### src/rtl/ce_port_defs.svh
// Register indices, field positions and reset values of the CE port block.
// Assumes inclusion from the top module and the bench only.
`ifndef CE_PORT_DEFS_SVH
`define CE_PORT_DEFS_SVH
// Register indices; byte address is four times the index
`define OUT_DATA_IDX 8'h04
`define IN_DATA_IDX 8'h0E
`define DIR_IDX 8'h0F
`define OPT_IDX 8'h20
`define STAT_IDX 8'h21
// Option word field positions
`define OPT_KIND_BIT 0
`define OPT_BIDIR_BIT 1
`define OPT_INBIDIR_BIT 2
`define OPT_CMP1_BIT 3
`define OPT_CMP2_BIT 4
`define OPT_OPAMP_BIT 5
`define OPT_BIT1_READ_ZERO_OPTION_BIT 6
`define OPT_BIT3_READ_ZERO_OPTION_BIT 7
`define OPT_GAIN_BIT 8
`define OPT_FH_LSB 12
`define OPT_WL_LSB 16
`define OPT_WK_LSB 20
`define OPT_LOCK_BIT 31
// Reset values
`define OUT_DATA_RST 4'h0
`define IN_DATA_RST 4'h0
`define DIR_RST 4'h0
`endif

### src/rtl/ce_port_pkg.sv
// Types shared by the CE port block.
// Assumes the defs header sits beside it.
package ce_port_pkg;
    typedef struct packed {
        logic kind_sel;
        logic bidir;
        logic in_bidir;
        logic cmp1;
        logic cmp2;
        logic opamp;
        logic bit1_read_zero_option;
        logic bit3_read_zero_option;
        logic gain;
        logic [3:0] force_high;
        logic [3:0] weak_low;
        logic [3:0] wake_en;
    } opt_t;
    typedef enum logic [1:0] {
        KIND_OUT = 2'b00,
        KIND_IN = 2'b01,
        KIND_BIDIR = 2'b10
    } port_kind_t;
endpackage

### src/rtl/ce_port_top.sv
// Option-selected 4-bit C/E/CE port with APB register access.
// Assumes an APB master on pclk; pins and comparators are asynchronous.
//
// What this block does
// RL1: Output-only kind drives four pins, no input.
// RL2: Output data at index 04h, reset zero, drives pins.
// RL3: Input-only kind: data at index 0Eh reads pins.
// RL4: Option picks input-only or bidirectional input side.
// RL5: Bidirectional bits follow direction register bits.
// RL6: No comparator options gives plain digital port.
// RL7: Both comparator options give two-comparator mode.
// RL8: Comparator one output reads on bit 0.
// RL9: Bit 1 reads zero under its option.
// RL10: Comparator two output reads on bit 2.
// RL11: Bit 3 reads zero under its option.
// RL12: Software keeps comparator two off with op-amp.
// RL13: Op-amp mode with comparator one reads bits 2 and 3 zero.
// RL14: Software keeps gain enable off with op-amp.
// RL15: Per-bit option forces output pins high.
// RL16: Per-bit option makes output low weak.
// RL17: Per-bit option enables wake on input side.
// RL18: Option selects output-only or input-side kind.
// RL19: Options lock after first write; read mux combinational.
`timescale 1ns/1ps
`include "ce_port_defs.svh"
module ce_port_top (
    input wire logic pclk,
    input wire logic presetn,
    input wire logic psel,
    input wire logic penable,
    input wire logic pwrite,
    input wire logic [11:0] paddr,
    input wire logic [31:0] pwdata,
    output logic [31:0] prdata,
    output logic pready,
    output logic pslverr,
    input wire logic [3:0] pin_in,
    output logic [3:0] pin_out,
    output logic [3:0] pin_oe_n,
    output logic [3:0] pin_weak,
    input wire logic cmp1_in,
    input wire logic cmp2_in,
    output logic cmp1_en,
    output logic cmp2_en,
    output logic opamp_en,
    output logic gain_en,
    output logic wake_o
);
    import ce_port_pkg::*;

    // ----------------------------------------
    // Input synchronisation
    // ----------------------------------------
    logic [5:0] sync_out;
    logic [3:0] pins_s;
    logic cmp1_s;
    logic cmp2_s;

    // Pins and comparator outputs share one synchroniser
    ce_sync3 #(
        .W(6)
    ) u_sync (
        .pclk(pclk),
        .presetn(presetn),
        .din({cmp2_in, cmp1_in, pin_in}),
        .dout(sync_out)
    );
    assign pins_s = sync_out[3:0];
    assign cmp1_s = sync_out[4];
    assign cmp2_s = sync_out[5];

    // ----------------------------------------
    // Register state
    // ----------------------------------------
    logic [3:0] out_data_q, out_data_d;
    logic [3:0] in_data_q, in_data_d;
    logic [3:0] dir_q, dir_d;
    opt_t opt_q, opt_d;
    logic lock_q, lock_d;
    logic [31:0] prdata_q, prdata_d;
    logic [3:0] prev_q, prev_d;
    logic wake_q, wake_d;
    port_kind_t kind;
    logic [3:0] rd_val;

    // ----------------------------------------
    // Port kind decode
    // ----------------------------------------
    // Either bidirectional option turns the input side into CE
    always_comb begin
        if (!opt_q.kind_sel) begin
            kind = KIND_OUT; // see RL18
        end else if (opt_q.bidir || opt_q.in_bidir) begin
            kind = KIND_BIDIR; // see RL4
        end else begin
            kind = KIND_IN; // see RL4
        end
    end

    // Read path is purely combinational on the chosen sources
    ce_read_mux u_mux (
        .opt(opt_q),
        .kind(kind),
        .pins(pins_s),
        .cmp1(cmp1_s),
        .cmp2(cmp2_s),
        .val(rd_val)
    );

    // ----------------------------------------
    // APB decode
    // ----------------------------------------
    logic idx_ok;
    logic [7:0] idx;
    logic hit_out, hit_in, hit_dir, hit_opt, hit_stat;
    logic wr_en, rd_setup, bad;

    assign idx = paddr[9:2];
    assign idx_ok = (paddr[1:0] == 2'b00) && (paddr[11:10] == 2'b00);
    assign hit_out = idx_ok && (idx == `OUT_DATA_IDX);
    assign hit_in = idx_ok && (idx == `IN_DATA_IDX);
    assign hit_dir = idx_ok && (idx == `DIR_IDX);
    assign hit_opt = idx_ok && (idx == `OPT_IDX);
    assign hit_stat = idx_ok && (idx == `STAT_IDX);
    assign wr_en = psel && penable && pwrite;
    assign rd_setup = psel && !penable && !pwrite;
    // Locked option writes are refused, so the options cannot drift
    assign bad = !(hit_out || hit_in || hit_dir || hit_opt || hit_stat)
        || (hit_opt && pwrite && lock_q);

    // Zero wait states keep the port path simple
    assign pready = 1'b1;
    assign pslverr = psel && penable && bad;

    // ----------------------------------------
    // Register next state
    // ----------------------------------------
    // Read data is captured in the setup cycle so it is a flop output
    always_comb begin
        out_data_d = out_data_q;
        in_data_d = in_data_q;
        dir_d = dir_q;
        opt_d = opt_q;
        lock_d = lock_q;
        prdata_d = prdata_q;
        if (wr_en && hit_out) begin
            out_data_d = pwdata[3:0]; // see RL2
        end
        if (wr_en && hit_in) begin
            in_data_d = pwdata[3:0];
        end
        if (wr_en && hit_dir) begin
            dir_d = pwdata[3:0]; // see RL5
        end
        if (wr_en && hit_opt && !lock_q) begin
            opt_d.kind_sel = pwdata[`OPT_KIND_BIT];
            opt_d.bidir = pwdata[`OPT_BIDIR_BIT];
            opt_d.in_bidir = pwdata[`OPT_INBIDIR_BIT];
            opt_d.cmp1 = pwdata[`OPT_CMP1_BIT]; // see RL7
            opt_d.cmp2 = pwdata[`OPT_CMP2_BIT]; // see RL7
            opt_d.opamp = pwdata[`OPT_OPAMP_BIT];
            opt_d.bit1_read_zero_option = pwdata[`OPT_BIT1_READ_ZERO_OPTION_BIT];
            opt_d.bit3_read_zero_option = pwdata[`OPT_BIT3_READ_ZERO_OPTION_BIT];
            opt_d.gain = pwdata[`OPT_GAIN_BIT];
            opt_d.force_high = pwdata[`OPT_FH_LSB +: 4];
            opt_d.weak_low = pwdata[`OPT_WL_LSB +: 4];
            opt_d.wake_en = pwdata[`OPT_WK_LSB +: 4];
            lock_d = 1'b1; // see RL19
        end
        if (rd_setup) begin
            prdata_d = 32'h0000_0000;
            if (hit_out) begin
                prdata_d[3:0] = out_data_q;
            end
            if (hit_in) begin
                prdata_d[3:0] = rd_val; // see RL3
            end
            if (hit_dir) begin
                prdata_d[3:0] = dir_q;
            end
            if (hit_opt) begin
                prdata_d[`OPT_KIND_BIT] = opt_q.kind_sel;
                prdata_d[`OPT_BIDIR_BIT] = opt_q.bidir;
                prdata_d[`OPT_INBIDIR_BIT] = opt_q.in_bidir;
                prdata_d[`OPT_CMP1_BIT] = opt_q.cmp1;
                prdata_d[`OPT_CMP2_BIT] = opt_q.cmp2;
                prdata_d[`OPT_OPAMP_BIT] = opt_q.opamp;
                prdata_d[`OPT_BIT1_READ_ZERO_OPTION_BIT] = opt_q.bit1_read_zero_option;
                prdata_d[`OPT_BIT3_READ_ZERO_OPTION_BIT] = opt_q.bit3_read_zero_option;
                prdata_d[`OPT_GAIN_BIT] = opt_q.gain;
                prdata_d[`OPT_FH_LSB +: 4] = opt_q.force_high;
                prdata_d[`OPT_WL_LSB +: 4] = opt_q.weak_low;
                prdata_d[`OPT_WK_LSB +: 4] = opt_q.wake_en;
                prdata_d[`OPT_LOCK_BIT] = lock_q;
            end
            if (hit_stat) begin
                prdata_d[3:0] = pins_s;
                prdata_d[5:4] = kind;
                prdata_d[6] = cmp1_s;
                prdata_d[7] = cmp2_s;
            end
        end
    end

    // ----------------------------------------
    // Wake detect next state
    // ----------------------------------------
    // Rising edge on an enabled input-side pin; output kind never wakes
    always_comb begin
        prev_d = pins_s;
        wake_d = (kind != KIND_OUT)
            && (|(pins_s & ~prev_q & opt_q.wake_en)); // see RL17
    end

    // ----------------------------------------
    // State registers
    // ----------------------------------------
    always_ff @(posedge pclk or negedge presetn) begin
        if (!presetn) begin
            out_data_q <= `OUT_DATA_RST;
            in_data_q <= `IN_DATA_RST;
            dir_q <= `DIR_RST;
            opt_q <= '0;
            lock_q <= 1'b0;
            prdata_q <= 32'h0000_0000;
            prev_q <= 4'h0;
            wake_q <= 1'b0;
        end else begin
            out_data_q <= out_data_d;
            in_data_q <= in_data_d;
            dir_q <= dir_d;
            opt_q <= opt_d;
            lock_q <= lock_d;
            prdata_q <= prdata_d;
            prev_q <= prev_d;
            wake_q <= wake_d;
        end
    end

    // ----------------------------------------
    // Pin drive
    // ----------------------------------------
    logic [3:0] drive_val;
    // Output kind drives all four; weak low flags low bits to the pad
    always_comb begin
        drive_val = 4'h0;
        pin_oe_n = 4'hF;
        pin_weak = 4'h0;
        case (kind)
            KIND_OUT: begin
                drive_val = out_data_q | opt_q.force_high; // see RL15
                pin_oe_n = 4'h0; // see RL1
                pin_weak = opt_q.weak_low & ~drive_val; // see RL16
            end
            KIND_IN: begin
                pin_oe_n = 4'hF; // see RL3
            end
            KIND_BIDIR: begin
                drive_val = in_data_q;
                pin_oe_n = ~dir_q; // see RL5
            end
            default: begin
                pin_oe_n = 4'hF;
            end
        endcase
    end

    assign pin_out = drive_val;
    assign prdata = prdata_q;
    assign wake_o = wake_q;
    // Comparator and op-amp enables follow options only in bidirectional kind, gain in any kind; software must avoid bad combinations
    assign cmp1_en = opt_q.cmp1 && (kind == KIND_BIDIR);
    assign cmp2_en = opt_q.cmp2 && (kind == KIND_BIDIR);
    assign opamp_en = opt_q.opamp && (kind == KIND_BIDIR);
    assign gain_en = opt_q.gain;

    logic rd_in;
    assign rd_in = rd_setup && hit_in && (kind == KIND_BIDIR);
endmodule

### src/rtl/ce_sync3.sv
// Three-stage input synchroniser with agreement filter.
// Assumes inputs asynchronous to pclk.
`timescale 1ns/1ps
module ce_sync3 #(
    parameter int W = 6
) (
    input wire logic pclk,
    input wire logic presetn,
    input wire logic [W-1:0] din,
    output logic [W-1:0] dout
);
    logic [W-1:0] s1_q, s2_q, s3_q, out_q;
    logic [W-1:0] out_d;
    // A bit changes only once stages two and three agree
    always_comb begin
        out_d = out_q;
        for (int i = 0; i < W; i++) begin
            if (s2_q[i] == s3_q[i]) begin
                out_d[i] = s3_q[i];
            end
        end
    end
    // Stage one feeds stage two only
    always_ff @(posedge pclk or negedge presetn) begin
        if (!presetn) begin
            s1_q <= '0;
            s2_q <= '0;
            s3_q <= '0;
            out_q <= '0;
        end else begin
            s1_q <= din;
            s2_q <= s1_q;
            s3_q <= s2_q;
            out_q <= out_d;
        end
    end
    assign dout = out_q;
endmodule

### src/rtl/ce_read_mux.sv
// Read value of the input-side data register with comparator routing.
// Assumes all inputs already synchronised to pclk.
`timescale 1ns/1ps
module ce_read_mux (
    input wire ce_port_pkg::opt_t opt,
    input wire ce_port_pkg::port_kind_t kind,
    input wire logic [3:0] pins,
    input wire logic cmp1,
    input wire logic cmp2,
    output logic [3:0] val
);
    import ce_port_pkg::*;
    // Comparator outputs replace pin bits; read-zero options mask bits
    always_comb begin
        val = pins; // see RL6
        if (kind == KIND_OUT) begin
            val = 4'h0; // see RL1
        end else if (kind == KIND_BIDIR) begin
            if (opt.cmp1) begin
                val[0] = cmp1; // see RL8
                val[1] = opt.bit1_read_zero_option ? 1'b0 : pins[1]; // see RL9
            end
            if (opt.cmp2 && !opt.opamp) begin
                val[2] = cmp2; // see RL10
                val[3] = opt.bit3_read_zero_option ? 1'b0 : pins[3]; // see RL11
            end
            if (opt.opamp && opt.cmp1) begin
                val[3:2] = 2'b00; // see RL13
            end
        end
    end
endmodule

### config.mk
export PLATFORM = sky130hd
export DESIGN_NAME = ce_port_top
export DESIGN_NICKNAME = d
export VERILOG_FILES = /design/src/rtl/ce_port_pkg.sv /design/src/rtl/ce_port_top.sv /design/src/rtl/ce_sync3.sv /design/src/rtl/ce_read_mux.sv
export VERILOG_INCLUDE_DIRS = /design/src /design/src/rtl
export SDC_FILE = /design/constraint.sdc
export NUM_CORES = 1
export LEC_CHECK = 0
export BUFFER_PORTS_ARGS = -buffer_cell sky130_fd_sc_hd__buf_2
export CAP_MARGIN = 20
export CORE_ASPECT_RATIO = 0.8
export CORE_MARGIN = 2
export CORE_UTILIZATION = 35
export DETAILED_ROUTE_END_ITERATION = 6
export GPL_TIMING_DRIVEN = 0
export PLACE_DENSITY_LB_ADDON = 0.1
export SETUP_SLACK_MARGIN = 0.3
export SYNTH_ARGS = -nofsm -noshare
export SYNTH_HDL_FRONTEND = slang
export SYNTH_HIERARCHICAL = 1
export SYNTH_SLANG_ARGS = --single-unit
### constraint.sdc
create_clock -name pclk -period 5.1 [get_ports pclk]
set_input_delay 0.255 -clock pclk [delete_from_list [all_inputs] [get_ports pclk]]
set_output_delay 0.255 -clock pclk [all_outputs]
set_load 0.03 [all_outputs]
After elaboration in Yosys (flattened, before gate mapping) --
Cells that the tools add are included.
Word-level totals: logic and storage cells 106, input port bits 55, register bits 85, output and inout bits 51
Operators by class: eq/ne operators 12, bitwise gates (word level) 7, mux-type cells 19, reductions and logical operators 40
Operator list (number):
- $logic_and 1x1->1 | 24
- $mux 4 | 6
- $eq 8x4->1 const B | 2
- $eq 8x6->1 const B | 2
- $pmux 4 s2 | 2
- $and 4x4->4 | 3
- $mux 12 | 1
- $not 4->4 | 3
- $mux 2 | 5
- $mux 9 | 1
- $eq 8x3->1 const B | 1
- $mux 8 | 1
- $eq 1x1->1 | 6
- $logic_not 2->1 | 3
- $logic_or 1x1->1 | 6
- $logic_not 1->1 | 5
- $or 4x4->4 | 1
- $reduce_or 4->1 | 1
- $mux 1 | 3
- $eq 2x2->1 const B | 1
- $reduce_bool 2->1 | 1

Logic depth before layout (Yosys ltp) --
Gate-level depths: netlist of run 1.
depth in word-level cells 10, gate-level depth with buffers 9, depth with buffers taken out 8

By module --
The synthesis of run 1 kept the hierarchy.
By module, submodules not included:
- ce_port_top | area an instance 2924.1 um^2, instances 1, cells an instance 243, seq. area each 1526.5 um^2
- ce_sync3 | area an instance 668.1 um^2, instances 1, cells an instance 30, seq. area each 600.6 um^2
- ce_read_mux | area an instance 105.1 um^2, instances 1, cells an instance 17, seq. area each 0.0 um^2

Worst setup path before layout of run 1 --
OpenSTA, ideal clock, no wires.
path kind input -> output, start input port paddr[6], end output port pslverr, path buffers 0, arrival time 1.994 ns, required time 4.845 ns, setup slack 2.851 ns, stages 4, cell sequence nor3_1 > nand3_2 > or3b_1 > o21ai_0
Between the ends: word-level cells in the longest chain between the ends 9, elaborated cells on any way between the ends 19, classes of those cells 5 x eq/ne; 14 x reduce/logical
Ends and longest elaborated chain:
- start: declaration | line ce_port_top.sv:32 | input wire logic [11:0] paddr,
- $eq 8x3->1 (no line) or $eq 8x4->1 (tied branches)
- $logic_and 1x1->1, on equally long branches | line ce_port_top.sv:120, ce_port_top.sv:121
- $logic_or 1x1->1 (4 in a row) | line ce_port_top.sv:128 | assign bad = !(hit_out || hit_in || hit_dir || hit_opt || hit_stat)
- $logic_not 1->1 | line ce_port_top.sv:128
- $logic_or 1x1->1 * | line ce_port_top.sv:129 | || (hit_opt && pwrite && lock_q);
- $logic_and 1x1->1 * | line ce_port_top.sv:133 | assign pslverr = psel && penable && bad;
- end: declaration | line ce_port_top.sv:36 | output logic pslverr,
Every way passes the cells marked *; elsewhere a longest branch is shown, timed or not.

Worst setup path after layout of run 1 --
start register opt_q[20] (netlist bit), end register prdata_q[2], in the netlist prdata[2]
Between the ends: word-level cells in the longest chain between the ends 8, elaborated cells on any way between the ends 9, classes of those cells 1 x eq/ne; 7 x mux; 1 x reduce/logical
Ends and longest elaborated chain:
- start: declaration | line ce_port_top.sv:78 | opt_t opt_q, opt_d;
- start signal: assignment | line ce_port_top.sv:232 | opt_q <= opt_d;
- $mux 2 * | line ce_port_top.sv:91 | if (!opt_q.kind_sel) begin
- named net kind[0] | line ce_port_top.sv:83 | port_kind_t kind;
- $eq 2x2->1 | line ce_read_mux.sv:18 | end else if (kind == KIND_BIDIR) begin
- $mux 4 | line ce_read_mux.sv:18
- $mux 4 * | line ce_read_mux.sv:16 | if (kind == KIND_OUT) begin
- named net rd_val[2] | line ce_port_top.sv:84 | logic [3:0] rd_val;
- $mux 4 * | line ce_port_top.sv:175 | if (hit_in) begin
- $mux 4 * | line ce_port_top.sv:178 | if (hit_dir) begin
- $mux 9 * | line ce_port_top.sv:181 | if (hit_opt) begin
- $mux 8 * | line ce_port_top.sv:196 | if (hit_stat) begin
- end signal: assignment | line ce_port_top.sv:234 | prdata_q <= prdata_d;
- end: declaration | line ce_port_top.sv:80 | logic [31:0] prdata_q, prdata_d;
Mark *: on every way through the listed nets, which the timed path passes. The rest lies on a longest branch. A chain may end at the register's enable or synchronous reset.

==> summary.txt, run 1 <==
Global routing
  – First-pass GRT wire length: 14360 um
  – Largest net degree at the start of global routing: slightly above 60
  – Most used routing layer: met1
  – Gr ovfl total: 0
  – Antenna violations before repair: 0
  – Met1 GRT Util: 24.99%
  – Vias in the first global route: 2608
  – Tot GR Track Use: between 10% and 20%
  – GRT met2 Usage: 23.95%
  – Global routing usage on met3: under 10%

Setup path
  – Crit end category: flip-flop
  – Buf+Inv Stages, Crit Path: 2
  – Critical path startpoint category: flip-flop
  – Slowest stage delay, CP: 500 ps
  – Reg2reg setup slack: about 2600 ps
  – Crit Path Max Fanout: 10
  – Crit-path slowest cell: dfrtp_1
  – Top delay family on crit path: compound AO/OA/AOI/OAI gates
  – Critical Path, Cell by Cell: inv_1 -> clkbuf_1 -> nor2_1 -> and4bb_1 -> a21oi_2 -> o21ai_1 -> a22o_1 -> a221oi_1 -> o31ai_1
  – Worst Path Class, Setup: reg -> reg
  – R2R Path End: prdata[2]
  – Arr. time, crit path: 2720 ps
  – Worst Reg-to-Reg Cells: 9
  – WP data required: 5320 ps
  – Critical R2R Launch: opt_q[20]

Logic synthesis
  – Cell area after synthesis: 3697 um^2
  – Post-synth top area share: 57.53%
  – Seq cells post-synth: 85
  – EDFF count, synth: 0
  – Asr flop ratio synth: 100.0%
  – Top FF cell, synth: dfrtp_1
  – Top post-synthesis cells by area: dfrtp_1, mux2_2, a22o_1
  – Largest area contributor in the netlist: dfrtp_1
  – Synth Instances: 290
  – Mapped Avg Cell Area: around 13 um^2
  – Register area share after synthesis: a little under three fifths
  – Yosys warns: 6
  – Yosys cell types: 50

Status
  – Status: complete, no violations

Routing
  – Final WL: 9248 um
  – First drt pass iteration count: 4
  – Vias per cell: 4.917
  – Final ANT Viol Nets: 0
  – Iter 0 DRT Violations: roughly 170
  – DRC errors left: 0
  – Via count: 2655
  – WL/cell: 17.13 um

Pwr
  – Leak: 2.317 nW
  – VDD IR max: 0.0001621 V
  – Power, Total: 1.410 mW
  – Power per Cell Area: 303.3 nW/um^2

Floorplan
  – Core Rows: 33
  – Core area: around 10000 um^2
  – Io pins: around 110
  – Die H: roughly 96 um
  – DIE AREA: 11410 um^2
  – DIE WIDTH: roughly 120 um
  – Initial Util: 35.96%

STA
  – Count of final setup violators: 0
  – Final Cycle Share: between 40% and 50%
  – Worst-Margin Slew: 705.2 ps
  – RSZ-0062 raised after global routing: no
  – TNS Setup: 0 ps
  – Setup ws final: 2598 ps
  – Tmin final: around 2500 ps
  – Fin. Hold Viols: 0
  – Layout Skew: 4.362 ps
  – Max Fclk: 399.7 MHz
  – Relative slew slack: 52.62%
  – Count of final max-slew check failures: 0

Job
  – Max Cap Violations: 0

Final layout
  – N_diodes: 0
  – Commonest cells after routing, fill and taps aside: dfrtp_1, buf_2, mux2_2, nand2_1, a22o_1
  – Post-Layout Cell Count: 540
  – Layout cell share with drive strength beyond 1: 41.50%
  – Fin util: ~45%
  – Most common cell after layout, fill and taps aside: dfrtp_1
  – Area Overhead vs Synth: 25.72%
  – Final nets: 450

Clocking
  – CTS sink count: 85
  – Clock tree from TritonCTS: yes
  – CTS H-Tree Depth: 3
  – Worst-path clk slew: roughly 70 ps
  – Inserted Clock Buffers: 9
  – Clock Path Buffers: 2
  – Setup bufs post-CTS: 0
  – Root Buffer: clkbuf_16
  – Clk_lat worst skew: 340 ps

Place
  – Placed cells: 523
  – GP Congestion: 0.8112
  – Hpwl dp: 6868 um
  – PortBufs: 83
  – Pre-CTS setup slack: 2548 ps

Hold path
  – Hold Crit Depth: 1
  – Hold_sp: pin_in[1]
  – Worst hold endpoint: u_sync/s1_q[1]
  – HP Class: in -> reg
[synthesized netlist by cell type (all sizes together) (4+ instances only)]
library cell  number
a21oi              6
a22o              16
a32oi              4
and2               5
and3               9
buf               15
clkbuf             9
dfrtp             85
maj3               6
mux2              33
mux2i              4
nand2             19
nand3              5
nor2              11
nor2b              5
o21ai             11
o31ai              6
[state kept, by name, indices dropped and copies added (netlist names)]
signal	cells
dir_q	4
gain_en	1
in_data_q	4
lock_q	1
opt_q	20
out_data_q	4
prdata	22
prev_q	4
u_sync/dout	6
u_sync/s1_q	6
u_sync/s2_q	6
u_sync/s3_q	6
wake_o	1
[timing repair]
action,4_1_cts,5_1_grt
gates resized for setup,0,0
hold buffers,1,0
endpoints found under the hold margin,25,0
[per-stage QoR]
stage / hold slack (ps) / area [um^2]
after floorplan: -40.59 / 3731
after global placement: 333.8 / 4322
after detailed placement: 198.8 / 4352
after CTS: 4.796 / 4648
after global routing: 2.778 / 4648
final: 11.32 / 4648
[cell type report]
| class | count | area, um^2 |
|---|---|---|
| plain buffers | 24 | 148.9 |
| clock buffers | 10 | 239.0 |
| clock inverters | 6 | 47.55 |
| fillers | 989 | 5633 |
| inverters | 2 | 7.507 |
| multi-input cells | 188 | 1448 |
| flip-flops and latches | 85 | 2127 |
| well taps | 140 | 175.2 |
| repair buffers | 85 | 455.4 |
[cell families after synthesis]
logic type / after synthesis / synth area share [%]
AND/OR/NAND/NOR: 76 / 13.37
adder cells (fa/ha/maj): 6 / 1.827
buffers and inverters: 26 / 4.230
multiplexers: 37 / 11.13
flip-flops: 85 / 57.53
XOR/XNOR: 1 / 0.2369
AO/OA/AOI/OAI: 57 / 11.47
other: 2 / 0.2031
[per-layer routing]
layer	vias to the layer above	wire length, um
met5	-	0
met3	7	446
met4	0	100
met2	75	3916
met1	1306	4784
li1	1267	-
[worst max-delay path by stage]
| stage | to | slack (ps) | from | depth (start not counted) |
|---|---|---|---|---|
| floorplan | pslverr | 2850 | paddr[6] | 4 |
| global placement | prdata[2] | 2580 | opt_q[20] | 9 |
| detailed placement | prdata[2] | 2550 | opt_q[20] | 9 |
| CTS | prdata[2] | 2550 | opt_q[20] | 9 |
| global route | prdata[0] | 2400 | opt_q[20] | 9 |
| finish | prdata[2] | 2600 | opt_q[20] | 9 |
[power breakdown]
part	switching [mW]	leakage [nW]	internal, mW
sequential	0.0122	1.12	0.690
clock	0.276	0.139	0.346
combinational	0.0523	1.05	0.0334
total	0.340	2.32	1.07
Power figures use the tool's default switching activity.
==> inputs of run 2 (changes only) <==
clock period = 2.2 ns   (was 5.1 ns; I/O delays follow)
==> summary.txt, run 2 (same netlist as run 1, synthesis figures left out) <==
Status
  – Status: complete, no violations

Setup path
  – R2R Path End: prdata[3]
  – Crit Path Max Fanout: 5
  – Worst Path Class, Setup: reg -> reg
  – WP data required: 2410 ps
  – Critical R2R Launch: opt_q[18]
  – Critical path startpoint category: flip-flop
  – Arr. time, crit path: 2180 ps
  – Reg2reg setup slack: ~230 ps
  – Crit-path slowest cell: dfrtp_1
  – Crit end category: flip-flop
  – Slowest stage delay, CP: around 370 ps
  – Worst Reg-to-Reg Cells: 9
  – Most frequent CP cell: buf_8
  – Critical Path, Cell by Cell: or2_4 -> buf_8 -> and2_4 -> buf_8 -> a31oi_4 -> nor2b_1 -> a21o_1 -> a222oi_1 -> o21ai_1
  – Worst setup endpoint: prdata[3]
  – Critical Path Source: opt_q[18]

Routing
  – Vias per cell: 4.852
  – Final WL: around 9400 um
  – WL/cell: 16.74 um
  – Iter 0 DRT Violations: 150
  – Via count: between 2k and 3k
  – DRC errors left: 0
  – Final ANT Viol Nets: 0
  – First drt pass iteration count: 4

STA
  – Max Fclk: 508.2 MHz
  – Count of final setup violators: 0
  – RSZ-0062 raised after global routing: yes
  – Fin. Hold Viols: 0
  – Tmin final: 1968 ps
  – Final Cycle Share: 89.45%
  – Relative slew slack: 62.08%
  – Count of final max-slew check failures: 0
  – Layout Skew: approximately 3.0 ps
  – Worst-Margin Slew: 568.7 ps

Pwr
  – Power per Cell Area: 649.0 nW/um^2
  – Leak: 2.450 nW
  – VDD IR max: 0.0003879 V
  – Power, Total: 3.205 mW

Global routing
  – Largest net degree at the start of global routing: 53
  – Gr ovfl total: 0
  – Antenna violations before repair: 0
  – Vias in the first global route: 2754
  – Tot GR Track Use: between 10% and 20%
  – First-pass GRT wire length: 15040 um

Final layout
  – Area occupied by registers: 2128 um^2
  – Max reg flops: 22
  – Final-layout fill cell count: 979
  – Commonest cells after routing, fill and taps aside: dfrtp_1, buf_2, mux2_2, buf_4, nand2_1
  – Footprint of the multi-input gates: 1518 um^2
  – N_diodes: 0
  – Area Overhead vs Synth: 33.57%
  – Most common cell after layout, fill and taps aside: dfrtp_1
  – Final nets: approximately 470
  – Post-Layout Cell Count: 562
  – Layout cell share with drive strength beyond 1: 44.31%

Place
  – Placed cells: 523
  – PortBufs: 83
  – Hpwl dp: 6892 um
  – GP Congestion: 0.7549

Floorplan
  – Initial Util: a little over a third
  – Core area: 10280 um^2
  – Core Rows: 33
  – Io pins: 106
  – DIE WIDTH: 118.9 um
  – DIE AREA: 11410 um^2
  – Die H: ~96 um

Clocking
  – Clk_lat worst skew: 330 ps
  – CTS sink count: 85
  – Inserted Clock Buffers: 9
  – Clock tree from TritonCTS: yes
  – CTS H-Tree Depth: 3
  – Clock Path Buffers: 2
  – Root Buffer: clkbuf_16
  – Worst-path clk slew: 60 ps

Hold path
  – HP Class: in -> reg
  – Hold Crit Depth: 2

Job
  – Max Cap Violations: 0
==> run 2: changes by cell type in the layout (fill, tap and decap cells not counted), sizes merged <==
cell | previous run | this run
dlygate4sd3 | 1 | 14
buf | 99 | 111
clkinv | 4 | 2
clkbuf | 19 | 20
clkinvlp | 1 | 0
inv | 3 | 2
==> run 2: worst min-delay path by stage <==
stage	start	endpoint	slack, ps
after floorplan	presetn	dir_q[0]	-190
after global placement	cmp1_in	u_sync/s1_q[4]	220
after detailed placement	presetn	u_sync/s1_q[4]	100
after CTS	pwdata[5]	opt_q[15]	0.05
after global routing	pwdata[14]	opt_q[10]	3
final	pwdata[14]	opt_q[10]	10
==> run 2: worst max-delay path: cells and delay by family (launching register included) <==
family	cells	cell delay, ps
compound gates	4	770
buf+inv	2	240
flops	1	370
simple gates	3	460
==> run 2: power by group <==
part	total, mW	internal, mW	switching, mW
combinational	0.223	0.0956	0.128
sequential	1.63	1.60	0.0277
clock	1.35	0.786	0.568
total	3.20	2.48	0.723
==> run 2: repair_timing <==
item | in CTS | in global routing
endpoints found under the hold margin | 46 | 0
endpoints found under the setup margin | 17 | 9
pin swaps | 9 | 13
setup buffers | 8 | 2
hold buffers | 14 | 0
resized for setup | 19 | 10
==> run 2: per-stage QoR <==
stage	TNS, ps	setup slack, ps	util (%)	hold slack (ps)	instance area, um^2
floorplan	0	314.7	-	-185.6	3765
global placement	-910.6	-149.2	42.36	219.3	4355
detailed placement	-661.4	-204.3	42.66	96.27	4385
CTS	0	170.8	47.62	0.04971	4896
global route	0	154.0	48.03	3.290	4938
finish	0	232.2	48.03	14.84	4938
==> run 2: final cells by class <==
| type | count | share of cell area, % |
|---|---|---|
| repair buffers | 108 | 13.66 |
| inverters | 2 | 0.1520 |
| multi-input cells | 188 | 30.73 |
| flip-flops and latches | 85 | 43.10 |
| clock buffers | 13 | 5.067 |
| plain buffers | 24 | 3.547 |
| well taps | 140 | 3.547 |
| clock inverters | 2 | 0.2027 |
==> run 2: layer usage <==
layer	global-route usage (%)	share of wire [%]
met4	4.762	1.1
met1	25.99	50
met2	25.19	44
met3	5.213	5.6
met5	0	0
